==> config.mk <==
export PLATFORM = sky130hd
export DESIGN_NAME = lrx_exec
export DESIGN_NICKNAME = d
export VERILOG_FILES = /design/src/lrx_pkg.sv /design/src/lrx_stack.sv /design/src/lrx_exec.sv
export SDC_FILE = /design/constraint.sdc
export NUM_CORES = 1
export LEC_CHECK = 0
export ABC_AREA = 1
export BUFFER_PORTS_ARGS = -buffer_cell sky130_fd_sc_hd__buf_4
export CAP_MARGIN = 20
export CORE_UTILIZATION = 45
export CTS_BUF_LIST = sky130_fd_sc_hd__clkbuf_16
export DETAILED_ROUTE_END_ITERATION = 6
export PLACE_DENSITY = 0.73
export SLEW_MARGIN = 20
export SYNTH_ARGS = -nofsm -noshare
export SYNTH_HDL_FRONTEND = slang
export SYNTH_SLANG_ARGS = --single-unit
==> constraint.sdc <==
create_clock -name clock -period 4.63 [get_ports clock]
set_clock_uncertainty 0.15 [all_clocks]
set_input_delay 0.463 -clock clock [delete_from_list [all_inputs] [get_ports clock]]
set_output_delay 0.463 -clock clock [all_outputs]
set_load 0.01 [all_outputs]
==> src/lrx_pkg.sv <==
// lrx_pkg: opcodes, widths, reset values and timing for the literal/return/rotate executor
// assumes a 12-bit instruction word fed one per instruction cycle by the fetch stage
package lrx_pkg;
  localparam int DATA_W = 8;
  localparam int PC_W = 11;
  localparam int BANK_W = 3;
  localparam int FADDR_W = 5;
  localparam int INSTR_W = 12;
  localparam int STACK_DEPTH = 4;
  localparam int SP_W = 3;
  // opcodes, 12-bit encodings and high-bit prefixes
  localparam logic [11:0] OP_NOP = 12'h000;
  localparam logic [11:0] OP_OPTION = 12'h002;
  localparam logic [11:0] OP_RETURN = 12'h01e;
  localparam logic [11:0] OP_INT_RETURN = 12'h01f;
  localparam logic [8:0] OP_BANK_LOAD_HI = 9'h002; // instr[11:3]
  localparam logic [3:0] OP_WORK_LOAD_HI = 4'hc; // instr[11:8]
  localparam logic [3:0] OP_LIT_RETURN_HI = 4'h8; // instr[11:8]
  localparam logic [5:0] OP_ROT_RIGHT_HI = 6'h0c; // instr[11:6]
  localparam logic [5:0] OP_ROT_LEFT_HI = 6'h0d; // instr[11:6]
  // field positions
  localparam int DEST_BIT = 5;
  localparam int INT_ENABLE_BIT = 7;
  // reset values
  localparam logic [7:0] W_RST = 8'h00;
  localparam logic [7:0] OPTION_RST = 8'hff;
  localparam logic [2:0] BANK_RST = 3'h0;
  localparam logic [7:0] INTCON_RST = 8'h00;
  localparam logic [10:0] PC_RST = 11'h000;
  // branch cost in instruction cycles
  localparam int BRANCH_CYCLES = 2;
endpackage

==> src/lrx_stack.sv <==
// lrx_stack: hardware return stack, push and pop
// assumes the executor never pushes and pops in one cycle
`timescale 1ns/1ps
module lrx_stack (
  input wire logic clock, // core clock
  input wire logic rstn, // sync reset, active low
  input wire logic push, // push ret_in
  input wire logic pop, // drop top entry
  input wire logic [10:0] ret_in, // address pushed
  output logic [10:0] top_of_stack, // current top entry
  output logic [2:0] depth // entries held
);
  logic [10:0] mem_reg [lrx_pkg::STACK_DEPTH];
  logic [2:0] sp_reg;
  wire [1:0] top_idx = sp_reg[1:0] - 2'h1;
  assign top_of_stack = mem_reg[top_idx];
  assign depth = sp_reg;

  // pointer: pop exposes the entry below, push holds the pointer at four when full
  always_ff @(posedge clock) begin
    if (!rstn) begin
      sp_reg <= 3'h0;
    end else if (push && sp_reg != 3'h4) begin
      sp_reg <= sp_reg + 3'h1;
    end else if (pop && sp_reg != 3'h0) begin
      sp_reg <= sp_reg - 3'h1;
    end
  end

  // storage
  always_ff @(posedge clock) begin
    if (push) begin
      mem_reg[sp_reg[1:0]] <= ret_in;
    end
  end
endmodule

==> src/lrx_exec.sv <==
// lrx_exec: executes NOP, literal loads, option load, returns and rotates
// assumes instr_valid marks a fetched word; file reads are combinational via file_rdata
//
// Local design decisions: the register addresses and strobed register access.
`timescale 1ns/1ps
module lrx_exec (
  input wire logic clock, // core clock, 200 MHz
  input wire logic rstn, // sync reset, active low
  input wire logic instr_valid, // instr holds a fetched word
  input wire logic [11:0] instr, // instruction word
  input wire logic call_push, // external call pushes pc
  input wire logic [7:0] file_rdata, // data at file_addr
  output logic [4:0] file_addr, // file register address
  output logic [7:0] file_wdata, // file write data
  output logic file_we, // file write strobe, one cycle
  output logic [10:0] pc, // program counter
  output logic [7:0] working, // working register
  output logic [7:0] option_reg_out, // option register
  output logic [2:0] bank_select_register, // bank select
  output logic [7:0] interrupt_control_register, // interrupt control
  output logic carry, // carry flag
  output logic flush // prefetched word discarded
);
  ////////////////////////////////////////////////////////////////////////
  logic [10:0] pc_reg, pc_next;
  logic [7:0] w_reg, w_next, opt_reg, opt_next, intc_reg, intc_next;
  logic [2:0] bank_reg, bank_next;
  logic c_reg, c_next, flush_reg, flush_next, fwe_reg, fwe_next;
  logic [7:0] fwd_reg, fwd_next;
  logic [10:0] stack_top;
  logic [2:0] depth;

  // decode
  wire run = instr_valid && !flush_reg;
  wire is_nop = run && instr == lrx_pkg::OP_NOP;
  wire is_opt = run && instr == lrx_pkg::OP_OPTION;
  wire is_ret = run && instr == lrx_pkg::OP_RETURN;
  wire is_rfie = run && instr == lrx_pkg::OP_INT_RETURN;
  wire is_bank_load = run && instr[11:3] == lrx_pkg::OP_BANK_LOAD_HI;
  wire is_work_load = run && instr[11:8] == lrx_pkg::OP_WORK_LOAD_HI;
  wire is_lit_ret = run && instr[11:8] == lrx_pkg::OP_LIT_RETURN_HI;
  wire is_rot_right = run && instr[11:6] == lrx_pkg::OP_ROT_RIGHT_HI;
  wire is_rot_left = run && instr[11:6] == lrx_pkg::OP_ROT_LEFT_HI;
  wire any_ret = is_ret || is_rfie || is_lit_ret;
  wire rot = is_rot_right || is_rot_left;
  wire to_file = instr[lrx_pkg::DEST_BIT];
  wire [2:0] bank_lit = instr[2:0];
  wire [7:0] lit8 = instr[7:0];
  // file address stays combinational so the file read lands in the same cycle
  wire [4:0] faddr = instr[4:0];
  // nine-bit rotation through carry
  wire [7:0] rot_val = is_rot_left ? {file_rdata[6:0], c_reg} : {c_reg, file_rdata[7:1]};
  wire rot_c = is_rot_left ? file_rdata[7] : file_rdata[0];

  assign file_addr = faddr;

  ////////////////////////////////////////////////////////////////////////
  // return stack
  lrx_stack lrx_stack_inst (
    .clock(clock),
    .rstn(rstn),
    .push(call_push && run),
    .pop(any_ret),
    .ret_in(pc_reg),
    .top_of_stack(stack_top),
    .depth(depth)
  );

  // next-state logic
  always_comb begin
    pc_next = run ? pc_reg + 11'h1 : pc_reg;
    w_next = w_reg;
    opt_next = opt_reg;
    intc_next = intc_reg;
    bank_next = bank_reg;
    c_next = c_reg;
    flush_next = 1'b0;
    fwe_next = 1'b0;
    fwd_next = fwd_reg;
    if (is_bank_load) begin
      bank_next = bank_lit;
    end
    if (is_work_load) begin
      w_next = lit8;
    end
    if (is_opt) begin
      opt_next = w_reg;
    end
    if (any_ret) begin
      pc_next = stack_top;
      flush_next = 1'b1;
    end
    if (is_rfie) begin
      intc_next[lrx_pkg::INT_ENABLE_BIT] = 1'b1;
    end
    if (is_lit_ret) begin
      w_next = lit8;
    end
    if (rot) begin
      c_next = rot_c;
      if (to_file) begin
        fwe_next = 1'b1;
        fwd_next = rot_val;
      end else begin
        w_next = rot_val;
      end
    end
  end

  // state registers
  always_ff @(posedge clock) begin
    if (!rstn) begin
      pc_reg <= lrx_pkg::PC_RST;
      w_reg <= lrx_pkg::W_RST;
      opt_reg <= lrx_pkg::OPTION_RST;
      intc_reg <= lrx_pkg::INTCON_RST;
      bank_reg <= lrx_pkg::BANK_RST;
      c_reg <= 1'b0;
      flush_reg <= 1'b0;
      fwe_reg <= 1'b0;
      fwd_reg <= 8'h00;
    end else begin
      pc_reg <= pc_next;
      w_reg <= w_next;
      opt_reg <= opt_next;
      intc_reg <= intc_next;
      bank_reg <= bank_next;
      c_reg <= c_next;
      flush_reg <= flush_next;
      fwe_reg <= fwe_next;
      fwd_reg <= fwd_next;
    end
  end

  assign pc = pc_reg;
  assign working = w_reg;
  assign option_reg_out = opt_reg;
  assign interrupt_control_register = intc_reg;
  assign bank_select_register = bank_reg;
  assign carry = c_reg;
  assign flush = flush_reg;
  assign file_we = fwe_reg;
  assign file_wdata = fwd_reg;
endmodule

==> metrics.txt <==
pre-CTS WS 1959 ps; hold crit path type input pin to register; first-pass GRT wire length 15.48 mm; FMAX 369.9 MHz; min Tclk post-route 2703 ps; Layout area overhead 19.60%; crit-path max FO 27; Routed Antenna Nets 0; cell area after synthesis 0.004194 sq mm; vias after detailed routing 3,456; number of I/O port buffers 70; post-CTS sizing 0; VDD IR-drop max 188.1 uV; EDFF count, synth 44; Clock Pin Slew Worst Setup and Hold Paths 60 ps; most frequent cells in the layout nand2_1 (89), buf_4 (71), inv_1 (62), nor2_1 (47), o21ai_0 (47); worst path arrival time 2830 ps; CTS tree built; Hold Path Cell Cnt 3; Iter 0 DRT Violations 278; endpoints failing setup 0; CP Capture Type register; vias in the first global route 3,197; max-cap check violation count 0; Die W 98.54 um; Longest Clk Path Bufs 2; number of flip-flops in the largest register 44; Root Buffer clkbuf_16; Pleak 2.194 nW; drt via density 5.260; WP data required 4750 ps; GP Congestion 0.8402; r2r worst-path depth 9; Synth Flop Type dfxtp_1; synth unique cells 37; Worst-Skew Late Latency 340 ps; final worst slack 1927 ps; die area 0.009710 sq mm; CP Launch Type register; I/O Pins 78; CP top delay family buffers and inverters; Sink Count 89; final setup TNS 0 ps; largest net degree at the start of global routing 28; final period utilization 58.39%; CP max stage cell ha_1; #FFs+latches synth 89; Ys Warns 0; worst path bufs/invs 3; Core Area 0.008891 sq mm; # rows 34; gr ovfl total 0; measured slew at the worst slew-check pin 1033 ps; drt pass-1 iters 7; Avg Cell Area, Syn 8.612 sq um; WL final 9.685 mm; status finished with violations; Non-Filler Instances 657; fin. max-slew vios 0; failing checks DRC; CTS buffer count 9; Post-synth ARST share 0%; Stages on worst setup path 9; Post-CTS Repair Setup Buffers 0; Cells after DPL 641; pwr dens 365.4 mW/mm^2; crit path kind register to register; RSZ-0062 raised after global routing false; most frequent CP cell inv_1; Die Ht 98.54 um; initial antenna violation count 0; fraction of layout cells with a size suffix above 1 18.58%; Final Hold Vio Count 0; drt wl/cell 14.74 um; Gate Count Post-Synth 487; reg2reg setup slack 1930 ps; register area share after synthesis 52.98%; HPWL Detailed 6.818 mm; initial core utilization 47.17%; CP cell instances buf_4, inv_1, ha_1, inv_1, nand2_1, a21oi_1, o21ai_0, nand3_1, nor2_1; slowest stage delay, CP 640 ps; most common cell after layout, fill and taps aside nand2_1; DRC 2; GRT Util Overall 20.52%; # nets final 574; Hold Buf Count CTS 0; Antenna Cells 0; CTS H-tree lvls 3; relative slew slack 30.89%
## report_power, final
part / internal, mW / leakage [nW] / switching, mW
sequential: 0.849 / 0.762 / 0.0216
combinational: 0.0682 / 1.28 / 0.115
clock: 0.473 / 0.152 / 0.306
## cells in the mapped netlist, types with 3 or more instances
cell type / count / area share, %
a21oi_1: 27 / 3.2
a31oi_1: 4 / 0.60
buf_1: 5 / 0.45
buf_4: 13 / 2.3
clkbuf_1: 8 / 0.72
dfxtp_1: 45 / 21
edfxtp_1: 44 / 32
ha_1: 5 / 1.5
inv_1: 62 / 5.5
nand2_1: 89 / 8.0
nand2_2: 4 / 0.60
nand3_1: 25 / 3.0
nand3_2: 3 / 0.72
nand4_1: 5 / 0.75
nor2_1: 47 / 4.2
nor2_2: 4 / 0.60
o211ai_1: 10 / 1.8
o21ai_0: 47 / 5.6
o21ai_1: 5 / 0.60
o22ai_1: 8 / 1.2
xor2_1: 4 / 0.84
## worst paths after layout
| path | startpoint | endpoint |
|---|---|---|
| worst min-delay path | instr[1] | bank_select_register[1] |
| worst max register to register | lrx_stack_inst.depth[0] | pc[4] |
| worst min register to register | interrupt_control_register[7] | interrupt_control_register[7] |
| worst max-delay path | lrx_stack_inst.depth[0] | pc[4] |
## worst register-to-register path, delay by kind of cell, from the launching register on
family | cells | cell delay, ps
fa+ha+maj | 1 | 650
flops | 1 | 310
compound gates | 2 | 330
simple gates | 3 | 320
buf+inv | 3 | 890
## per-layer routing
metal,GRT usage (%),up-vias,part of all wire (%)
li1,-,1709,-
met5,0,-,0
met4,4.592,0,0.94
met3,6.241,8,8.2
met1,26.30,1593,43
met2,34.24,146,48
## kinds of logic after synthesis
logic type	synth area share [%]
xor+xnor	1.253
flops	52.98
buf+inv	10.08
other cells	0.08941
compound gates	13.87
fa+ha+maj	1.969
simple gates	19.75
## metrics by stage
step	hold slack [ps]	total power [mW]	util, %	instance area (sq um)
after detailed placement	304.2	1.068	52.84	4698
final	259.8	1.833	56.42	5016
after global routing	275.2	1.898	56.42	5016
after global placement	297.8	1.063	52.84	4698
after floorplan	323.9	1.003	-	4217
after CTS	261.9	1.839	56.42	5016
## layout make-up
cell class	instances	area, sq um
Sequential cell	89	2222
Clock buffer	9	225.2
Inverter	63	236.5
Multi-Input combinational cell	310	1572
Clock inverter	7	92.59
Fill cell	759	3875
Tap cell	108	135.1
Timing Repair Buffer	71	533.0
Power figures use the tool's default switching activity.
